===== src/common/tsc_pkg.sv =====
// Shared constants and carrier types of the time-sync configuration bank.
// Assumes one 250 MHz clock domain for every user of these types.
package tsc_pkg;

    // Clock and simulated-radio hold time
    localparam int unsigned    CLK_HZ          = 250_000_000;
    localparam int unsigned    SIM_HOLD_HOURS  = 4;
    localparam int unsigned    SECONDS_PER_HR  = 3600;
    localparam longint unsigned SIM_HOLD_CYCLES =
        64'(SIM_HOLD_HOURS) * 64'(SECONDS_PER_HR) * 64'(CLK_HZ);
    localparam int unsigned    SIM_CNT_W       = 42;

    // Function control byte fields
    localparam int unsigned    CTRL_SIM_BIT    = 0;
    localparam int unsigned    CTRL_EVAL_BIT   = 1;
    localparam int unsigned    CTRL_BASE_BIT   = 2;
    localparam int unsigned    CTRL_DYN_BIT    = 5;
    localparam logic [7:0]     CTRL_RESET      = 8'h00;

    // Serial parameter bytes
    localparam int unsigned    SER_OUT_BIT     = 7;
    localparam int unsigned    SER_DBITS_BIT   = 6;
    localparam int unsigned    SER_PAR_LSB     = 4;
    localparam int unsigned    SER_STOP_BIT    = 3;
    localparam int unsigned    SER_BAUD_LSB    = 0;
    localparam logic [7:0]     SER1_RESET      = 8'h86;
    localparam logic [7:0]     SER2_RESET      = 8'h00;
    localparam logic [1:0]     PAR_UNDEFINED   = 2'h1;

    // Position entry layout and ranges
    localparam int unsigned    POS_SIGN_BIT    = 15;
    localparam int unsigned    POS_DEG_LSB     = 6;
    localparam int unsigned    POS_MIN_LSB     = 0;
    localparam logic [7:0]     LAT_DEG_MAX     = 8'h59;
    localparam logic [7:0]     LON_DEG_MAX     = 8'hb3;
    localparam logic [5:0]     MIN_MAX         = 6'h3b;

    // Error priorities
    localparam int unsigned    ERR_COUNT       = 16;
    localparam int unsigned    ERR_GROUP       = 8;

    typedef enum logic [2:0] {
        SEL_CTRL    = 3'h0,
        SEL_SER1    = 3'h1,
        SEL_SER2    = 3'h2,
        SEL_LAT     = 3'h3,
        SEL_LON     = 3'h4,
        SEL_PRIO_LO = 3'h5,
        SEL_PRIO_HI = 3'h6
    } tsc_sel_t;

    typedef enum logic [1:0] {
        PRIO_MASKED = 2'h0,
        PRIO_MINOR  = 2'h1,
        PRIO_MAJOR  = 2'h2
    } tsc_prio_t;

    typedef enum logic [1:0] {
        PAR_NONE = 2'h0,
        PAR_EVEN = 2'h2,
        PAR_ODD  = 2'h3
    } tsc_parity_t;

    typedef enum logic [2:0] {
        BAUD_2400  = 3'h4,
        BAUD_4800  = 3'h5,
        BAUD_9600  = 3'h6,
        BAUD_19200 = 3'h7
    } tsc_baud_t;

    typedef enum logic [1:0] {
        MODE_FREE_RUNNING_QUARTZ = 2'h0,
        MODE_SATELLITE_SYNC      = 2'h1,
        MODE_OTHER_SOURCE        = 2'h2
    } tsc_mode_t;

    typedef enum logic [1:0] {
        SIM_IDLE    = 2'h0,
        SIM_ACTIVE  = 2'h1,
        SIM_EXPIRED = 2'h3
    } tsc_sim_state_t;

    typedef enum logic [1:0] {
        ERR_NONE  = 2'h0,
        ERR_MINOR = 2'h1,
        ERR_MAJOR = 2'h2
    } tsc_err_level_t;

    typedef struct packed {
        logic        wr;
        logic        keep;
        tsc_sel_t    sel;
        logic [15:0] data;
    } tsc_entry_t;

    typedef struct packed {
        logic       sign;
        logic [7:0] deg;
        logic [5:0] minutes;
    } tsc_pos_t;

    typedef struct packed {
        logic        string_out_en;
        logic        seven_bits;
        tsc_parity_t parity;
        logic        two_stop;
        tsc_baud_t   baud;
    } tsc_ser_cfg_t;

    typedef struct packed {
        logic rx_is_utc;
        logic use_internal_status;
    } tsc_time_cfg_t;

endpackage


===== src/hdl/tsc_config_bank.sv =====
// Configuration bank of the time-sync controller: function control bits,
// position, error priorities and the common serial parameters.
// Assumes keypad-menu entries, error inputs and mode come from the same clock.
//
// Functional notes
// Bit2 low: received string time is local; UTC derived internally.
// Bit2 high: received string time is UTC; local time derived internally.
// Bit1 low: offset and announcements come from string status fields.
// Bit1 high: ignore missing string status, use internal offset settings.
// Bit0 high: report radio-synchronous status even without a source.
// Simulation ends four hours after activation, or at reset.
// In free-running quartz mode simulation persists until reset.
// Latitude: hemisphere, degrees 00-89, minutes 00-59; others refused.
// Longitude after latitude: sign, degrees 000-179, minutes 00-59.
// Each error is major, minor or masked; masked errors are ignored.
// Dynamic output grades none/minor/major; static only shows any error.
// Any unmasked error present lights the display error indicator.
// Priorities entered in groups 1-8 and 9-16; confirm alone keeps group.
// One serial parameter set applies to every serial port.
// Byte one bit 7 enables the rear time-string output.
// Byte one decodes data bits, parity, stop bits and baud rate.
// Default serial setting is byte one 0x86, byte two 0x00.
// Operator writes serial byte two as all zeros.
// Undefined parity or baud codes are refused; old setting stays.
`timescale 1ns/1ps
`default_nettype none
module tsc_config_bank
    import tsc_pkg::*;
#(
    parameter int unsigned     NUM_PORTS    = 4,
    parameter longint unsigned SIM_HOLD_CYC = SIM_HOLD_CYCLES
)
(
    input  wire logic                 clock,
    input  wire logic                 rst,
    input  wire tsc_entry_t           entry,
    input  wire tsc_sel_t             rd_sel,
    input  wire tsc_mode_t            op_mode,
    input  wire logic                 time_valid,
    input  wire logic                 radio_sync_in,
    input  wire logic [ERR_COUNT-1:0] err_active,
    output logic                      entry_ack,
    output logic                      entry_reject,
    output logic [15:0]               rd_data,
    output tsc_time_cfg_t             time_cfg,
    output logic                      radio_status,
    output logic                      sim_mode_shown,
    output tsc_err_level_t            err_level,
    output logic                      err_any,
    output logic                      err_indicator,
    output logic                      dynamic_err_mode,
    output tsc_ser_cfg_t              ser_cfg [NUM_PORTS],
    output logic                      rear_string_en,
    output tsc_pos_t                  latitude,
    output tsc_pos_t                  longitude
);

    if (NUM_PORTS < 1)
    begin : g_bad_ports
        $error("NUM_PORTS must be at least one");
    end
    if (SIM_HOLD_CYC < 1 || SIM_HOLD_CYC >= (64'h1 << SIM_CNT_W))
    begin : g_bad_hold
        $error("SIM_HOLD_CYC does not fit the hold counter");
    end

    localparam logic [SIM_CNT_W-1:0] SIM_LAST = SIM_CNT_W'(SIM_HOLD_CYC - 64'h1);

    typedef struct packed {
        logic [7:0]               ctrl;
        logic [7:0]               ser1;
        logic [7:0]               ser2;
        tsc_pos_t                 lat;
        tsc_pos_t                 lon;
        logic                     lat_entered;
        logic [2*ERR_COUNT-1:0]   prio;
        tsc_sim_state_t           sim;
        logic [SIM_CNT_W-1:0]     sim_cnt;
        logic                     ack;
        logic                     reject;
        logic [15:0]              rd;
        tsc_err_level_t           err_level;
        logic                     err_any;
    } tsc_state_t;

    tsc_state_t s_q;
    tsc_state_t s_d;

    tsc_pos_t lat_in;
    tsc_pos_t lon_in;
    logic     lat_ok;
    logic     lon_ok;

    tsc_pos_check #(
        .DEG_MAX (LAT_DEG_MAX)
    ) u_lat_check (
        .data (entry.data),
        .pos  (lat_in),
        .ok   (lat_ok)
    );

    tsc_pos_check #(
        .DEG_MAX (LON_DEG_MAX)
    ) u_lon_check (
        .data (entry.data),
        .pos  (lon_in),
        .ok   (lon_ok)
    );

    // Serial byte one is only legal with defined parity and baud codes
    logic       ser1_ok;
    logic [1:0] ser1_par;
    logic [2:0] ser1_baud;
    assign ser1_par  = entry.data[SER_PAR_LSB +: 2];
    assign ser1_baud = entry.data[SER_BAUD_LSB +: 3];
    assign ser1_ok   = (ser1_par != PAR_UNDEFINED) && ser1_baud[2];

    // A group entry may not contain the unused priority code
    function automatic logic group_ok(input logic [2*ERR_GROUP-1:0] g);
        logic good;
        good = 1'b1;
        for (int i = 0; i < ERR_GROUP; i++)
        begin
            if (g[2*i +: 2] == 2'h3)
            begin
                good = 1'b0;
            end
        end
        return good;
    endfunction

    logic any_major;
    logic any_minor;

    always_comb
    begin
        s_d        = s_q;
        s_d.ack    = 1'b0;
        s_d.reject = 1'b0;

        if (entry.wr)
        begin
            s_d.ack = 1'b1;
            case (entry.sel)
                SEL_CTRL:
                begin
                    s_d.ctrl = entry.data[7:0];
                end
                SEL_SER1:
                begin
                    if (ser1_ok)
                    begin
                        s_d.ser1 = entry.data[7:0];
                    end
                    else
                    begin
                        s_d.ack    = 1'b0;
                        s_d.reject = 1'b1;
                    end
                end
                SEL_SER2:
                begin
                    // Stored as written; operator keeps it at zero
                    s_d.ser2 = entry.data[7:0];
                end
                SEL_LAT:
                begin
                    if (lat_ok)
                    begin
                        s_d.lat         = lat_in;
                        s_d.lat_entered = 1'b1;
                    end
                    else
                    begin
                        s_d.ack    = 1'b0;
                        s_d.reject = 1'b1;
                    end
                end
                SEL_LON:
                begin
                    // Longitude only follows a fresh latitude entry
                    if (lon_ok && s_q.lat_entered)
                    begin
                        s_d.lon         = lon_in;
                        s_d.lat_entered = 1'b0;
                    end
                    else
                    begin
                        s_d.ack    = 1'b0;
                        s_d.reject = 1'b1;
                    end
                end
                SEL_PRIO_LO, SEL_PRIO_HI:
                begin
                    if (entry.keep)
                    begin
                        s_d.prio = s_q.prio;
                    end
                    else if (!group_ok(entry.data))
                    begin
                        s_d.ack    = 1'b0;
                        s_d.reject = 1'b1;
                    end
                    else if (entry.sel == SEL_PRIO_LO)
                    begin
                        s_d.prio[0 +: 2*ERR_GROUP] = entry.data;
                    end
                    else
                    begin
                        s_d.prio[2*ERR_GROUP +: 2*ERR_GROUP] = entry.data;
                    end
                end
                default:
                begin
                    s_d.ack    = 1'b0;
                    s_d.reject = 1'b1;
                end
            endcase
        end

        // Simulated radio status; a rejected start waits for valid time
        case (s_q.sim)
            SIM_IDLE:
            begin
                s_d.sim_cnt = '0;
                if (s_q.ctrl[CTRL_SIM_BIT] && time_valid)
                begin
                    s_d.sim = SIM_ACTIVE;
                end
            end
            SIM_ACTIVE:
            begin
                if (!s_q.ctrl[CTRL_SIM_BIT])
                begin
                    s_d.sim = SIM_IDLE;
                end
                else if (op_mode == MODE_FREE_RUNNING_QUARTZ)
                begin
                    s_d.sim_cnt = s_q.sim_cnt;
                end
                else if (s_q.sim_cnt == SIM_LAST)
                begin
                    s_d.sim = SIM_EXPIRED;
                end
                else
                begin
                    s_d.sim_cnt = s_q.sim_cnt + 1'b1;
                end
            end
            SIM_EXPIRED:
            begin
                // Held until the operator clears the bit, so it cannot rearm
                if (!s_q.ctrl[CTRL_SIM_BIT])
                begin
                    s_d.sim = SIM_IDLE;
                end
            end
            default:
            begin
                s_d.sim = SIM_IDLE;
            end
        endcase

        // Common error: masked errors drop out
        any_major = 1'b0;
        any_minor = 1'b0;
        for (int i = 0; i < ERR_COUNT; i++)
        begin
            if (err_active[i] && s_q.prio[2*i +: 2] == PRIO_MAJOR)
            begin
                any_major = 1'b1;
            end
            if (err_active[i] && s_q.prio[2*i +: 2] == PRIO_MINOR)
            begin
                any_minor = 1'b1;
            end
        end
        s_d.err_any = any_major || any_minor;
        if (!s_q.ctrl[CTRL_DYN_BIT])
        begin
            // Static output carries no grading
            s_d.err_level = (any_major || any_minor) ? ERR_MAJOR : ERR_NONE;
        end
        else if (any_major)
        begin
            s_d.err_level = ERR_MAJOR;
        end
        else if (any_minor)
        begin
            s_d.err_level = ERR_MINOR;
        end
        else
        begin
            s_d.err_level = ERR_NONE;
        end

        case (rd_sel)
            SEL_CTRL:    s_d.rd = {8'h00, s_q.ctrl};
            SEL_SER1:    s_d.rd = {8'h00, s_q.ser1};
            SEL_SER2:    s_d.rd = {8'h00, s_q.ser2};
            SEL_LAT:     s_d.rd = {s_q.lat.sign, 1'b0, s_q.lat.deg, s_q.lat.minutes};
            SEL_LON:     s_d.rd = {s_q.lon.sign, 1'b0, s_q.lon.deg, s_q.lon.minutes};
            SEL_PRIO_LO: s_d.rd = s_q.prio[0 +: 2*ERR_GROUP];
            SEL_PRIO_HI: s_d.rd = s_q.prio[2*ERR_GROUP +: 2*ERR_GROUP];
            default:     s_d.rd = {12'h000, 2'h0, s_q.sim};
        endcase
    end

    always_ff @(posedge clock or posedge rst)
    begin
        if (rst)
        begin
            s_q      <= '0;
            s_q.ctrl <= CTRL_RESET;
            s_q.ser1 <= SER1_RESET;
            s_q.ser2 <= SER2_RESET;
            s_q.sim  <= SIM_IDLE;
        end
        else
        begin
            s_q <= s_d;
        end
    end

    assign entry_ack        = s_q.ack;
    assign entry_reject     = s_q.reject;
    assign rd_data          = s_q.rd;
    assign time_cfg.rx_is_utc           = s_q.ctrl[CTRL_BASE_BIT];
    assign time_cfg.use_internal_status = s_q.ctrl[CTRL_EVAL_BIT];
    assign sim_mode_shown   = (s_q.sim == SIM_ACTIVE);
    assign radio_status     = radio_sync_in || (s_q.sim == SIM_ACTIVE);
    assign err_level        = s_q.err_level;
    assign err_any          = s_q.err_any;
    assign err_indicator    = s_q.err_any;
    assign dynamic_err_mode = s_q.ctrl[CTRL_DYN_BIT];
    assign rear_string_en   = s_q.ser1[SER_OUT_BIT];
    assign latitude         = s_q.lat;
    assign longitude        = s_q.lon;

    for (genvar p = 0; p < NUM_PORTS; p++)
    begin : g_port
        // Every port sees the same setting
        assign ser_cfg[p].string_out_en = s_q.ser1[SER_OUT_BIT];
        assign ser_cfg[p].seven_bits    = s_q.ser1[SER_DBITS_BIT];
        assign ser_cfg[p].parity        = tsc_parity_t'(s_q.ser1[SER_PAR_LSB +: 2]);
        assign ser_cfg[p].two_stop      = s_q.ser1[SER_STOP_BIT];
        assign ser_cfg[p].baud          = tsc_baud_t'(s_q.ser1[SER_BAUD_LSB +: 3]);
    end

    // Errors that survive their mask, for the masking check
    logic [ERR_COUNT-1:0] err_live;
    for (genvar e = 0; e < ERR_COUNT; e++)
    begin : g_err_live
        assign err_live[e] = err_active[e] && (s_q.prio[2*e +: 2] != PRIO_MASKED);
    end
endmodule // tsc_config_bank
`default_nettype wire


===== src/hdl/tsc_pos_check.sv =====
// Range check and unpacking of one position entry (latitude or longitude).
// Purely combinational; the caller registers the result.
`timescale 1ns/1ps
`default_nettype none
module tsc_pos_check
    import tsc_pkg::*;
#(
    parameter logic [7:0] DEG_MAX = LAT_DEG_MAX
)
(
    input  wire logic [15:0] data,
    output tsc_pos_t         pos,
    output logic             ok
);
    always_comb
    begin
        pos.sign    = data[POS_SIGN_BIT];
        pos.deg     = data[POS_DEG_LSB +: 8];
        pos.minutes = data[POS_MIN_LSB +: 6];
        ok          = (pos.deg <= DEG_MAX) && (pos.minutes <= MIN_MAX);
    end
endmodule // tsc_pos_check
`default_nettype wire


===== config.mk =====
export PLATFORM = sky130hd
export DESIGN_NAME = tsc_config_bank
export DESIGN_NICKNAME = d
export VERILOG_FILES = /design/src/common/tsc_pkg.sv /design/src/hdl/tsc_config_bank.sv /design/src/hdl/tsc_pos_check.sv
export SDC_FILE = /design/constraint.sdc
export NUM_CORES = 1
export LEC_CHECK = 0
export BUFFER_PORTS_ARGS = -buffer_cell sky130_fd_sc_hd__clkbuf_2
export CORE_AREA = 2 2 168 170
export CTS_BUF_LIST = sky130_fd_sc_hd__clkbuf_16
export DETAILED_ROUTE_END_ITERATION = 12
export DIE_AREA = 0 0 170 172
export RECOVER_POWER = 50
export SLEW_MARGIN = 10
export SYNTH_ARGS = -nofsm -noshare
export SYNTH_HDL_FRONTEND = slang
export SYNTH_SLANG_ARGS = --single-unit

===== constraint.sdc =====
create_clock -name clock -period 8.5 [get_ports clock]
set_input_delay 1.7 -clock clock [delete_from_list [all_inputs] [get_ports clock]]
set_output_delay 1.7 -clock clock [all_outputs]
set_load 0.02 [all_outputs]

=== Yosys cells after proc, flatten, opt, wreduce, memory -nomap -nowiden ===
Index checks and enable logic that the tools add are counted.

* Logic and storage cells: 215
* Output and inout port bits: 90
* Bits in registers: 152
* Input bits: 46

* $lt $le $gt $ge: 3
* Multiplexer cells: 68
* Bitwise gates (word level): 2
* Equal/unequal tests: 65
* Reductions and logical operators: 57
* $add $sub $neg: 1

{| class="wikitable"
|+ Operators by type and width
! kind !! count
|-
| $mux W42 || 3
|-
| $pmux W16 S7 || 1
|-
| $pmux W42 S2 || 1
|-
| $eq A2 B2 Y1 const B || 25
|-
| $mux W1 || 46
|-
| $add A42 B1 Y42 const B || 1
|-
| $eq A42 B42 Y1 const B || 1
|-
| $logic_and A1 B1 Y1 || 37
|-
| $eq A2 B1 Y1 const B || 17
|-
| $mux W2 || 14
|-
| $eq A3 B3 Y1 const B || 6
|-
| $eq A3 B2 Y1 const B || 4
|-
| $ne A2 B2 Y1 const B || 6
|-
| $reduce_and A4 Y1 || 3
|-
| $pmux W2 S5 || 1
|-
| $reduce_and A5 Y1 || 2
|-
| $reduce_and A3 Y1 || 3
|-
| $le A8 B7 Y1 const B || 1
|-
| $le A8 B8 Y1 const B || 1
|-
| $eq A3 B1 Y1 const B || 2
|-
| $le A6 B6 Y1 const B || 1
|-
| $logic_not A3 Y1 || 2
|-
| $pmux W2 S3 || 1
|-
| $logic_not A2 Y1 || 2
|-
| other kinds (9) || 15
|}

=== Longest topological paths before layout ===
* Depth after elaboration: 21
* Mapped depth: 8
* Depth with buffers taken out: 6

=== By module ===
From an unflattened synthesis, not the netlist that was laid out.

* Cells, all modules: 793
* Area total of the unflattened synthesis: 8336.7 um2

{| class="wikitable"
|+ By module, submodules not included
! module !! area each (um2) !! cells an instance !! times used !! seq. area each (um2)
|-
| tsc_config_bank || 8060.2 || 755 || 1 || 3807.4
|-
| tsc_pos_check (u_lat_check) || 138.9 || 19 || 1 || 0.0
|-
| tsc_pos_check (u_lon_check) || 137.6 || 19 || 1 || 0.0
|}

=== Worst setup path after synthesis ===
OpenSTA, ideal clock, no wires.

* Path kind: input to output
* From: input port radio_sync_in
* To: output port radio_status
* Setup slack: 4.763 ns
* Path buffers: 0
* Cell stages on the path: 1
* Data required time: 6.800 ns
* Arrival time: 2.037 ns
* Cell sequence: or2_2

* Longest elaborated chain between the ends: 1

{| class="wikitable"
|+ Ends and longest elaborated chain
! what !! line !! source
|-
| start, declared || tsc_config_bank.sv:40 || <nowiki>input wire logic radio_sync_in,</nowiki>
|-
| $logic_or A1 B1 Y1 || tsc_config_bank.sv:331 || <nowiki>assign radio_status = radio_sync_in || (s_q.sim == SIM_ACTIVE);</nowiki>
|-
| end, declared || tsc_config_bank.sv:46 || <nowiki>output logic radio_status,</nowiki>
|}

Every way passes these cells.

==> results_dict.tcl <==
set metrics [dict create \
    synthAdderAreaFrac_pct 0.154 \
    violations "max-capacitance violations, max-slew violations" \
    h-tree-depth 4 \
    final_cells 1175 \
    p_leak_uw 0.00373 \
    vias_per_cell 5.18 \
    crit_slowest_cell "clkinvlp_2" \
    synth-seq-cells 152 \
    syn_area_um2 8120 \
    placed_cells 1143 \
    io_pins 136 \
    final_core_util_pct 32.5 \
    peakVddDrop_uv 137 \
    cp_max_fo 84 \
    clock_path_buffers 2 \
    setup_viol 0 \
    post-cts-setup-buffers 0 \
    placed_area_um2 8540 \
    max_freq_ghz 0.190 \
    drive_above_1_share_pct 22.7 \
    synth_top_family_by_area "simple AND/OR/NAND/NOR gates" \
    cts_tree "done" \
    maxCapViolCount 4 \
    place_ws_ps 4400 \
    worst_setup_path_end_kind "asynchronous set/reset pin" \
    netlist_top_cells_count "149 x dfrtp_1, 87 x mux2_2, 83 x buf_4" \
    rows 61 \
    track_usage_pct 15.1 \
    reg2reg_slack_ps 4100 \
    hold_path.class "reg -> reg" \
    yosysWarnings 0 \
    routabilityCongestion 0.802 \
    grt_pass1_vias 5785 \
    start_util_pct 29.6 \
    dr.pass1.iters 5 \
    slew_headroom_pct -117 \
    fin_tns_setup_ps 0 \
    core_um2 27500 \
    die_w_um 170 \
    worst_slack_ps 3240 \
    synthArstFlopShare_pct 100 \
    hpwl_um 15400 \
    synth_edf_count 0 \
    num_vias 6090 \
    portBuffers 135 \
    crit_required_ps 8620 \
    yosysSeqAreaShare_pct 46.9 \
    clkSinkCount 152 \
    routedWlPerCell_um 18.5 \
    ctsHoldBuffers 0 \
    synthCells 765 \
    synth_top_cell_by_area "dfrtp_1" \
    fin_crit_ps 5260 \
    crit_path_frequent_cell "clkbuf_2" \
    power_density_nw_per_um2 228 \
    hold_violations 0 \
    status "finished with violations" \
    worstSetupPathType "in -> async" \
    antennaDiodeCount 0 \
    grt_max_degree 85 \
    clk_latency_ps 430 \
    synth.most_common_cell "dfrtp_1" \
    first_iter_violations 353 \
    routed_wl_um 21700 \
    postLayoutCellArea_um2 8930 \
    max_stage_delay_ps 1760 \
    ant_nets 0 \
    ctsRootBufferMaster "clkbuf_16" \
    synthMuxAreaShare_pct 14.9 \
    cts.repair.resized 0 \
    synth-xor-area-share_pct 0.755 \
    cts_buffers 17 \
    synthTopCellsByArea "dfrtp_1 46%, mux2_2 12%, buf_4 7.7%" \
    fin_crit_sh_pct 61.8 \
    antenna_found_initial 1 \
    finClkSkew_ps 12.5 \
    crit_chain "clkbuf_2 > clkinvlp_2 > clkbuf_2" \
    syn_avg_cell_area_um2 10.6 \
    slew_violations 187 \
    synth-simple-area-share_pct 17.4 \
    die_area_um2 29200 \
    grt-ovfl-total 0 \
    drcViolationCount 0 \
    critPathArrivalTime_ps 5370 \
    syn_to_final_growth_pct 9.97 \
    grt_first_pass_wirelength_um 33700 \
    rsz0062_at_grt "no" \
    syn_nets 812 \
    yosysUniqueCellTypes 60 \
    synth_compound_area_share_pct 10.4 \
    worst_pin_slew_ps 3240 \
    clkTransAtPathRegs_ps 70 \
    die_h_um 172 \
    synth_flop_cell "dfrtp_1" \
    yosys.area.top_type_share_pct 45.9 \
    nNetsFinal 863 \
    startpoint_type "input port" \
]
## where the power goes
part / switching, uW / internal [uW]
combinational: 275 / 147
sequential: 85.5 / 817
clock: 333 / 380
## metrics by stage
step	hold slack [ps]	total power (uW)
6_report	508	2040
3_5_place_dp	495	1360
3_3_place_gp	485	1360
4_1_cts	510	2080
2_1_floorplan	472	1300
5_1_grt	521	2140
## layer usage
layer	vias up	GRT usage [%]	routed length (um)
li1	2844	-	-
met1	3026	20.2	9790
met2	199	24.5	10600
met3	21	3.25	1030
met4	0	4.50	256
met5	-	0	0
## cell families after synthesis
kind of cell / Yosys count
xor+xnor: 7
mux: 105
simple gates: 246
compound gates: 138
flops: 152
fa+ha+maj: 1
buf+inv: 116
## critical path: cells and delay by family
| family | cells | cell delay [ps] |
|---|---|---|
| buffers and inverters | 3 | 3560 |
## sequential cells by signal, indices dropped and copies added, names as in the netlist
| signal | flops |
|---|---|
| err_any | 1 |
| s_q | 90 |
| entry_reject | 1 |
| dynamic_err_mode | 1 |
| longitude | 15 |
| rear_string_en | 1 |
| latitude | 15 |
| entry_ack | 1 |
| ser_cfg | 7 |
| rd_data | 16 |
| err_level | 2 |
| time_cfg | 2 |
## path summary, 6_finish.rpt
path | from | end | cells past startpoint
max reg2reg | s_q[21]$_DFFE_PP0P_ | s_q[28]$_DFFE_PP0P_ | 7
min | s_q[135]$_DFFE_PP0P_ | s_q[135]$_DFFE_PP0P_ | 1
min reg2reg | s_q[135]$_DFFE_PP0P_ | s_q[135]$_DFFE_PP0P_ | 1
max | rst | latitude[0]$_DFFE_PP0P_ | 3
min in group asynchronous | rst | longitude[9]$_DFFE_PP0P_ | 2
max in group clock | s_q[21]$_DFFE_PP0P_ | s_q[28]$_DFFE_PP0P_ | 7
## final cells by class
class,instances,area (um^2)
well taps,346,433
repair buffers,140,599
multi-input cells,497,3510
fillers,2858,18500
inverters,8,31.3
clock buffers,17,425
clock inverters,15,120
flip-flops and latches,152,3810
## cells in the final DEF (no fill, tap or decap), types with 22 or more instances in the layout
cell / synthesis / routed
o21ai_0: 51 / 51
mux2_2: 87 / 87
or3_1: 24 / 25
clkbuf_1: 11 / 87
clkbuf_2: 2 / 50
nand2_1: 66 / 66
dfrtp_1: 149 / 149
a21oi_1: 35 / 35
nor2_1: 31 / 31
nand4_1: 22 / 22
Note: power is estimated with default switching activity, not from simulation.
